===== src/rtl/cpsq_map.vh =====
`ifndef CPSQ_MAP_VH
`define CPSQ_MAP_VH
// ==========================================================
// Program space
`define CPSQ_PC_W         17
`define CPSQ_PC_RESET     17'h00000
`define CPSQ_VEC_BASE     17'h00003
`define CPSQ_VEC_STEP     17'h00008
`define CPSQ_VEC_COUNT    4'hA
`define CPSQ_OPT_LO       17'h0FF00
`define CPSQ_OPT_HI       17'h0FFFF
// ==========================================================
// Data space
`define CPSQ_RAM_TOP      16'hFDFF
`define CPSQ_SFR_BASE     16'hFE00
`define CPSQ_ACC_ADDR     16'hFE00
`define CPSQ_SECOND_ADDR  16'hFE01
`define CPSQ_THIRD_ADDR   16'hFE02
`define CPSQ_IREG_TOP     16'h007F
`define CPSQ_REG_RESET    8'h00
`define CPSQ_FLAG_RAM8    1
// ==========================================================
// Next-PC operations
`define CPSQ_OP_SEQ       4'h0
`define CPSQ_OP_JUMP      4'h1
`define CPSQ_OP_CALL      4'h2
`define CPSQ_OP_BR        4'h3
`define CPSQ_OP_RELATIVE_CALL_INSTR     4'h4
`define CPSQ_OP_ACC_RELATIVE_CALL_INSTR    4'h5
`define CPSQ_OP_BCOND     4'h6
`define CPSQ_OP_RET       4'h7
`define CPSQ_OP_INT       4'h8
`endif


===== src/rtl/cpsq_core.v =====
`timescale 1ns/1ns
`default_nettype none
`include "cpsq_map.vh"
module cpsq_core (
    // Clock and reset
    input  wire        clock,
    input  wire        rst_n,
    // Sequencer command, one cycle per instruction
    input  wire        step_valid,
    input  wire [3:0]  step_op,
    input  wire [2:0]  instr_bytes,
    input  wire        cond_taken,
    input  wire [16:0] abs_target,
    input  wire [11:0] rel12,
    input  wire [7:0]  rel8,
    input  wire [3:0]  int_source,
    input  wire [15:0] stack_ptr,
    // Return words read from RAM at SP and SP-1
    input  wire [8:0]  ret_hi_word,
    input  wire [8:0]  ret_lo_word,
    // Program address out
    output wire [16:0] pc_addr,
    output wire        bank_select_flag,
    output wire [17:0] rom_addr,
    output wire        opt_area_hit,
    // Stack save writes
    output reg         stk_we,
    output reg  [15:0] stk_addr,
    output reg  [8:0]  stk_wdata,
    output wire        stk_second,
    output wire [15:0] stack_ptr_next,
    // Data space access
    input  wire        dm_we,
    input  wire [15:0] dm_addr,
    input  wire [7:0]  dm_wdata,
    input  wire        flag_ram8_in,
    output wire [7:0]  dm_rdata,
    output wire        dm_is_ram,
    output wire        dm_ram_we,
    output wire [8:0]  dm_ram_wdata,
    // Core result loads of working registers
    input  wire        acc_core_we,
    input  wire [7:0]  acc_core_wdata,
    input  wire        muldiv_we,
    input  wire [23:0] muldiv_result,
    // Table lookup
    input  wire        table_lookup_instr,
    input  wire        lookup_bank,
    input  wire [8:0]  ireg_hi,
    input  wire [7:0]  ireg_lo,
    output wire [17:0] lookup_addr,
    // Register-plus-offset addressing
    input  wire [15:0] ireg_value,
    output wire [15:0] offset_addr,
    input  wire [5:0]  ireg_index,
    output wire [15:0] ireg_byte_addr,
    // External memory access
    input  wire        ext_load_instr,
    input  wire        ext_store_instr,
    input  wire [15:0] ext_low_addr,
    output wire [23:0] ext_addr,
    // Working register views
    output wire [15:0] wide_operand,
    output wire [7:0]  accumulator_reg,
    output wire [7:0]  second_work_reg,
    output wire [7:0]  third_work_reg
);
    // ==========================================================
    // Program counter state
    reg  [16:0] pc_q;
    reg  [16:0] pc_d;
    reg         bank_q;
    reg         bank_d;
    reg         save_hi_q;
    reg  [8:0]  save_hi_data_q;
    reg  [15:0] save_sp_q;
    reg  [16:0] add_base;
    reg  [2:0]  add_step;
    reg  [16:0] add_off;
    wire [16:0] add_sum;
    wire [16:0] vec_addr;

    // Interrupt vectors sit eight bytes apart from the first one,
    // leaving room for a short jump at each entry point.
    // The source index comes from the interrupt controller already
    // prioritised; this block only turns it into an address.
    // A source number past the last slot would otherwise land in
    // program code, so it is clamped rather than left to wrap.
    // Vector = base + 8 * source; sources above the last clamp to it
    assign vec_addr = `CPSQ_VEC_BASE
                    + {10'h000, ((int_source < `CPSQ_VEC_COUNT) ? int_source
                                 : (`CPSQ_VEC_COUNT - 4'h1)), 3'b000};

    // One shared adder serves sequential advance, relative branches,
    // relative calls and conditional branches. Sharing it keeps the
    // next-address path to a single carry chain; the cost is that
    // the operand mux sits in front of it on the critical path.
    // The rel12 and rel8 offsets are sign-extended to the full 17 bits so that a
    // backward branch wraps inside the bank and never touches it.
    // Adder operand select
    always @* begin
        add_base = pc_q;
        add_step = instr_bytes;
        add_off  = 17'h00000;
        case (step_op)
            `CPSQ_OP_BR, `CPSQ_OP_RELATIVE_CALL_INSTR: begin
                add_step = 3'h2;
                add_off  = {{5{rel12[11]}}, rel12};
            end
            `CPSQ_OP_ACC_RELATIVE_CALL_INSTR: begin
                add_step = 3'h1;
                add_off  = {9'h000, accumulator_reg};
            end
            `CPSQ_OP_BCOND: begin
                add_off  = cond_taken ? {{9{rel8[7]}}, rel8} : 17'h00000;
            end
            default: begin
                add_off  = 17'h00000;
            end
        endcase
    end

    cpsq_pc_adder u_adder (
        .base   (add_base),
        .step   (add_step),
        .offset (add_off),
        .sum    (add_sum)
    );

    // The bank flag is never touched by jumps, calls or branches:
    // the only way into bank 1 is to push a prepared address and
    // return through it; an interrupt clears the flag to bank 0.
    // An idle cycle (no step) holds both address and bank.
    // Next program address; bank moves only on a return or an interrupt
    always @* begin
        pc_d   = pc_q;
        bank_d = bank_q;
        if (step_valid) begin
            case (step_op)
                `CPSQ_OP_JUMP, `CPSQ_OP_CALL: begin
                    pc_d = abs_target;
                end
                `CPSQ_OP_RET: begin
                    pc_d   = {ret_hi_word, ret_lo_word[7:0]};
                    bank_d = ret_lo_word[8];
                end
                `CPSQ_OP_INT: begin
                    pc_d   = vec_addr;
                    bank_d = 1'b0;
                end
                `CPSQ_OP_SEQ, `CPSQ_OP_BR, `CPSQ_OP_RELATIVE_CALL_INSTR,
                `CPSQ_OP_ACC_RELATIVE_CALL_INSTR, `CPSQ_OP_BCOND: begin
                    pc_d = add_sum;
                end
                default: begin
                    pc_d = pc_q;
                end
            endcase
        end
    end

    // Reset start at address zero in bank 0
    always @(posedge clock or negedge rst_n) begin
        if (!rst_n) begin
            pc_q   <= `CPSQ_PC_RESET;
            bank_q <= 1'b0;
        end else begin
            pc_q   <= pc_d;
            bank_q <= bank_d;
        end
    end

    assign pc_addr          = pc_q;
    assign bank_select_flag = bank_q;
    assign rom_addr         = {bank_q, pc_q};
    // Option area flagged so the fetch path can refuse it
    assign opt_area_hit     = !bank_q && (pc_q >= `CPSQ_OPT_LO)
                              && (pc_q <= `CPSQ_OPT_HI);

    // ==========================================================
    // Return address save: two RAM writes on consecutive cycles
    wire is_save = step_valid && ((step_op == `CPSQ_OP_CALL)
                   || (step_op == `CPSQ_OP_RELATIVE_CALL_INSTR) || (step_op == `CPSQ_OP_ACC_RELATIVE_CALL_INSTR)
                   || (step_op == `CPSQ_OP_INT));
    wire [16:0] ret_pc = (step_op == `CPSQ_OP_INT) ? pc_q : add_sum;
    wire [16:0] seq_pc = pc_q + {14'h0000, instr_bytes};
    wire [16:0] link_pc = (step_op == `CPSQ_OP_RELATIVE_CALL_INSTR || step_op == `CPSQ_OP_ACC_RELATIVE_CALL_INSTR)
                          ? seq_pc : ((step_op == `CPSQ_OP_INT) ? ret_pc : seq_pc);

    // The RAM has a single write port, so a save takes two cycles:
    // bank plus low byte in the cycle of the call, high nine bits
    // in the next one. The stack pointer is held outside and
    // advanced by two through stack_ptr_next.
    // Limitation: a new save in the cycle of a pending second
    // write loses its first write; the sequencer must space saves apart.
    // Second write held one cycle; the low half goes first
    always @(posedge clock or negedge rst_n) begin
        if (!rst_n) begin
            save_hi_q      <= 1'b0;
            save_hi_data_q <= 9'h000;
            save_sp_q      <= 16'h0000;
        end else begin
            save_hi_q      <= is_save;
            save_hi_data_q <= link_pc[16:8];
            save_sp_q      <= stack_ptr + 16'h0002;
        end
    end

    // Stack write port
    always @* begin
        stk_we    = 1'b0;
        stk_addr  = 16'h0000;
        stk_wdata = 9'h000;
        if (save_hi_q) begin
            stk_we    = 1'b1;
            stk_addr  = save_sp_q;
            stk_wdata = save_hi_data_q;
        end else if (is_save) begin
            stk_we    = 1'b1;
            stk_addr  = stack_ptr + 16'h0001;
            stk_wdata = {bank_q, link_pc[7:0]};
        end
    end
    assign stk_second     = save_hi_q;
    // Callers must hold off a new save until the second write is out
    assign stack_ptr_next = is_save ? stack_ptr + 16'h0002 : stack_ptr;

    // ==========================================================
    // Data space decode and working registers
    // The three working registers answer at their fixed SFR
    // addresses; every other SFR lives in another block and its
    // read data is merged elsewhere, so this mux returns zero.
    // Core loads take priority over a store from the data bus,
    // since an instruction result must not be lost to a move.
    wire       sel_acc    = (dm_addr == `CPSQ_ACC_ADDR);
    wire       sel_second = (dm_addr == `CPSQ_SECOND_ADDR);
    wire       sel_third  = (dm_addr == `CPSQ_THIRD_ADDR);
    assign dm_is_ram    = (dm_addr <= `CPSQ_RAM_TOP);
    assign dm_ram_we    = dm_we && dm_is_ram;
    // Ninth bit rides on the flag word bit
    assign dm_ram_wdata = {flag_ram8_in, dm_wdata};

    cpsq_work_reg u_acc (
        .clock      (clock),
        .rst_n      (rst_n),
        .bus_we     (dm_we && sel_acc),
        .bus_wdata  (dm_wdata),
        .core_we    (acc_core_we || muldiv_we),
        .core_wdata (muldiv_we ? muldiv_result[7:0] : acc_core_wdata),
        .value      (accumulator_reg)
    );
    cpsq_work_reg u_second (
        .clock      (clock),
        .rst_n      (rst_n),
        .bus_we     (dm_we && sel_second),
        .bus_wdata  (dm_wdata),
        .core_we    (muldiv_we),
        .core_wdata (muldiv_result[15:8]),
        .value      (second_work_reg)
    );
    cpsq_work_reg u_third (
        .clock      (clock),
        .rst_n      (rst_n),
        .bus_we     (dm_we && sel_third),
        .bus_wdata  (dm_wdata),
        .core_we    (muldiv_we),
        .core_wdata (muldiv_result[23:16]),
        .value      (third_work_reg)
    );

    // Read mux: other SFRs live elsewhere and read as zero here
    assign dm_rdata = sel_acc ? accumulator_reg :
                      sel_second ? second_work_reg :
                      sel_third ? third_work_reg : 8'h00;

    // ==========================================================
    // Address formers
    // All of these are pure combinational views of the registers;
    // the consuming units latch what they need in their own stage.
    // The signed offset of the third register reaches -128..+127
    // around the indirect register and wraps in 64K data space.
    assign wide_operand   = {second_work_reg, accumulator_reg};
    assign ext_addr       = (ext_load_instr || ext_store_instr)
                            ? {second_work_reg, ext_low_addr} : 24'h000000;
    assign offset_addr    = ireg_value + {{8{third_work_reg[7]}}, third_work_reg};
    assign ireg_byte_addr = {9'h000, ireg_index, 1'b0};
    // Bank taken from the lookup bank flag in the flag word
    assign lookup_addr    = table_lookup_instr
                            ? {lookup_bank, ireg_hi, ireg_lo} : 18'h00000;
endmodule
`default_nettype wire


===== src/rtl/cpsq_pc_adder.v =====
`timescale 1ns/1ns
`default_nettype none
`include "cpsq_map.vh"
// ==========================================================
// Program address adder: base + step + offset, sign- or zero-extended to 17 bits by the caller
module cpsq_pc_adder (
    // Operands
    input  wire [16:0] base,
    input  wire [2:0]  step,
    input  wire [16:0] offset,
    // Result
    output wire [16:0] sum
);
    // Wraps inside the current 128K bank
    assign sum = base + {14'h0000, step} + offset;
endmodule
`default_nettype wire


===== src/rtl/cpsq_work_reg.v =====
`timescale 1ns/1ns
`default_nettype none
`include "cpsq_map.vh"
// ==========================================================
// One 8-bit working register, bus write or core load
module cpsq_work_reg (
    // Clock and reset
    input  wire       clock,
    input  wire       rst_n,
    // Write sources
    input  wire       bus_we,
    input  wire [7:0] bus_wdata,
    input  wire       core_we,
    input  wire [7:0] core_wdata,
    // Value
    output wire [7:0] value
);
    reg [7:0] value_q;
    // Core result wins over a bus store in the same cycle
    always @(posedge clock or negedge rst_n) begin
        if (!rst_n) begin
            value_q <= `CPSQ_REG_RESET;
        end else if (core_we) begin
            value_q <= core_wdata;
        end else if (bus_we) begin
            value_q <= bus_wdata;
        end
    end
    assign value = value_q;
endmodule
`default_nettype wire


===== config.mk =====
export PLATFORM = sky130hd
export DESIGN_NAME = cpsq_core
export DESIGN_NICKNAME = d
export VERILOG_FILES = /design/src/rtl/cpsq_core.v /design/src/rtl/cpsq_pc_adder.v /design/src/rtl/cpsq_work_reg.v
export VERILOG_INCLUDE_DIRS = /design/src /design/src/rtl
export SDC_FILE = /design/constraint.sdc
export NUM_CORES = 1
export LEC_CHECK = 0
export ABC_AREA = 1
export BUFFER_PORTS_ARGS = -buffer_cell sky130_fd_sc_hd__buf_2
export CORE_AREA = 2 2 165 167
export DETAILED_ROUTE_END_ITERATION = 8
export DIE_AREA = 0 0 167 169
export MAX_ROUTING_LAYER = met4
export PLACE_DENSITY_LB_ADDON = 0.3
export SLEW_MARGIN = 20
export SYNTH_ARGS = -nofsm -noshare
export SYNTH_HDL_FRONTEND = slang
export SYNTH_SLANG_ARGS = --single-unit
export TNS_END_PERCENT = 5

===== constraint.sdc =====
create_clock -name clock -period 3.5 [get_ports clock]
set_input_delay 0.7 -clock clock [delete_from_list [all_inputs] [get_ports clock]]
set_output_delay 0.7 -clock clock [all_outputs]
set_load 0.01 [all_outputs]

==> metrics.md <==
| Metric | Value |
|---|---|
| Result of the run | `finished, final reports clean` |
| Required time worst endpoint | `2800 ps` |
| Reg2Reg Setup Slack | `slightly above 800 ps` |
| Maximum vdd drop | `0.2428 mV` |
| Setup repair after global routing missed its margin | `no` |
| Element type at the critical path end | `primary output` |
| Buffers inserted during post-CTS setup optimization | `0` |
| Count of nets after finishing | `1785` |
| Port-buffer cells | `about 390` |
| Gr usage total | `between 20 and 25%` |
| Number of enable flip-flop cells after synthesis | `0` |
| Summed area of non-filler cells in the final layout | `9988 um2` |
| Worst Tran Pin Value | `approximately 1000 ps` |
| Root buf cell | `clkbuf_16` |
| Die Wd | `roughly 170 um` |
| Routed Antenna Nets | `0` |
| Post-placement cell count | `1856` |
| Wire length of the first global-routing pass | `between 40000 and 50000 um` |
| PD cells | `around 370 nW/um2` |
| Setup-failing EPs final | `0` |
| Placed wire-length estimate | `between 20000 and 30000 um` |
| Initial cell density of the core | `about 29%` |
| CTS max path bufs | `2` |
| Final Util | `between 30% and 40%` |
| CTS sink cnt | `68` |
| Overall power | `approximately 3.7 mW` |
| Clk Latency, worst-skew pair | `~350 ps` |
| Worst slew slack as a fraction of its limit | `between 30% and 40%` |
| Die area | `between 20000 and 30000 um2` |
| Average instance area after synthesis | `between 6 and 7 um2` |
| Share of final-layout standard cells stronger than drive strength 1 | `between 30 and 40%` |
| Final weighted congestion in routability-driven placement | `~0.96` |
| Number of synthesized register bits | `slightly below 70` |
| CP Launch Type | `input port` |
| # DRC | `0` |
| Count of pins on the block boundary | `~420` |
| Pre-Repair DR Iteration Count | `5` |
| Clock tree from TritonCTS | `done` |
| Setup slack at placement | `-90.54 ps` |
| Critical Setup Path Class | `in2out` |
| Post-DP Area | `~9700 um2` |
| Pins over their slew limit | `0` |
| Data arrival time of the worst path | `2510 ps` |
| Final setup slack of the worst path | `slightly below 300 ps` |
| Tcrit/Tclk final | `91.73%` |
| Sequential cell area fraction in the yosys report | `between 20% and 30%` |
| Final routed wire length divided by cell count | `~17 um` |
| Clock transition time at the flip-flop clock pins of the worst setup and hold paths | `about 70 ps` |
| Post-Synthesis Cell Area | `roughly 7600 um2` |
| Final min period | `3210 ps` |
| H-tree lvl count | `3` |
| Area share of the leading cell type in the synthesized netlist | `22.33%` |
| Final global-route overflow total | `0` |
| Via count of the first global-routing pass | `approximately 8200` |
| Synth area leader | `dfrtp_1` |
| Cell row count | `60` |
| Final Hold Fails | `0` |
| Antenna violations before repair | `1` |
| Max-cap check violation count | `0` |
| Path category of the worst min-delay check | `in2async` |
| Placeable core region | `roughly 27000 um2` |
| Maximum achievable frequency | `~310 MHz` |
| Clock Skew | `14.82 ps` |
| Post-synthesis instance total | `around 1200` |
| Area growth, synth to finish | `31.08%` |
| Post-Layout Cell Count | `between 1500 and 2000` |
| Asr flop ratio synth | `100.0%` |
| Routed WL | `~31000 um` |
| Most used flip-flop cell after synthesis | `dfrtp_1` |
| Top cells by area in the synthesized netlist | `dfrtp_1 22%, nand2_1 16%, ha_1 7.9%` |
| Leakage dissipation | `roughly 5.7 nW` |
| Yosys warning total | `0` |
| Synth cell types | `48` |
| Worst Path Max Fanout | `2` |
| Number of buffers created by CTS | `9` |
| Largest net degree at the start of global routing | `69` |
| DR iter-0 viols | `between 600 and 700` |
| Routed via count | `between 8000 and 9000` |
| Number of hold buffers added after CTS | `0` |
| Post-detailed-route via-to-cell ratio | `~4.8` |
| DIE HEIGHT | `169 um` |
| Post-cts sizing count | `0` |
[cell families after synthesis]
logic type	synth area share, %
buffers and inverters	14.70
adders and majority gates	9.458
AOI/OAI and AO/OA	13.45
DFF	22.33
and+or+nand+nor	34.86
other	0.04921
xor gates and xnor gates	5.156
[worst max-delay path, cell delays in order]
cell,delay [ps]
buf_2,100
ha_1,170
inv_1,60
fa_1,390
o21ai_0,270
a21oi_1,100
o21ai_0,290
nand2_1,140
nand2_1,90
nand2_1,50
nand2_1,40
buf_2,120
[final timing paths]
| kind | start | endpoint | cells past startpoint |
|---|---|---|---|
| max | ireg_value[0] | offset_addr[14] | 12 |
| min | rst_n | save_sp_q[14] | 1 |
| max reg2reg | u_acc.value[1] | pc_addr[5] | 12 |
| min reg2reg | u_third.value[5] | u_third.value[5] | 1 |
| max in group asynchronous | rst_n | u_acc.value[6] | 1 |
| min in group clock | stack_ptr[14] | save_sp_q[14] | 2 |
[state kept, by name, indices dropped and copies added, names as in the netlist]
| name | count |
|---|---|
| bank_select_flag | 1 |
| pc_addr | 17 |
| save_hi_data_q | 9 |
| save_sp_q | 16 |
| stk_second | 1 |
| u_acc.value | 8 |
| u_second.value | 8 |
| u_third.value | 8 |
[synthesized netlist by cell type (11+ instances only)]
master      n
nand2_1   322
nand3_1    76
a21oi_1    64
xor2_1     32
xnor2_1    11
clkbuf_1   19
nor2_1    115
ha_1       48
o21ai_0    66
inv_1     121
nand4_1    20
o21ai_1    23
dfrtp_1    68
buf_4      65
[layout make-up]
class                   instances  area [um2]
diodes                          1       2.502
clock buffers                   9       225.2
clock inverters                 7       81.33
fillers                      2971       16510
inverters                     131       494.2
multi-input cells             889        4832
flip-flops and latches         68        1702
well taps                     341       426.7
repair buffers                427        2225
[power breakdown]
part	internal, mW	switching (mW)	total [mW]	leakage, nW
Combinational	0.659	0.985	1.64	4.76
Sequential	0.890	0.189	1.08	0.794
Clock	0.563	0.434	0.997	0.147
Total	2.11	1.61	3.72	5.70
[placed cells by master, fill, tap and decap left out, types with 5 or more instances in the layout]
master / Yosys / final
o21a_1: 9 / 9
nor2_2: 7 / 7
nand4_1: 20 / 20
a21oi_1: 64 / 64
o21ai_1: 23 / 23
buf_2: 8 / 392
nand3b_1: 8 / 8
nand2_2: 7 / 7
nor2_1: 115 / 115
nor2_4: 8 / 8
dfrtp_1: 68 / 68
inv_2: 6 / 7
inv_1: 121 / 121
ha_1: 48 / 48
nand2_1: 322 / 322
conb_1: 1 / 10
nand3_1: 76 / 76
nor3_1: 8 / 8
or2_2: 5 / 5
nand3_2: 7 / 7
o211ai_1: 8 / 8
buf_4: 65 / 35
xor2_1: 32 / 32
fa_1: 6 / 6
xnor2_1: 11 / 11
o21ai_0: 66 / 66
clkbuf_16: 0 / 9
[per-layer routing]
layer / vias up / GRT usage, % / routed length (um)
met5: - / - / 0
li1: 4435 / - / -
met1: 4118 / 30.30 / 14410
met3: 41 / 2.502 / 1878
met2: 345 / 33.35 / 14110
met4: 0 / 6.184 / 658
[through the flow]
stage               TNS, ps  hold slack [ps]
floorplan                 0            404.4
global placement     -24.42            568.2
detailed placement   -208.3            568.2
CTS                       0            536.1
global route              0            558.8
finish                    0            496.0
Note: power is estimated with default switching activity, not from simulation.
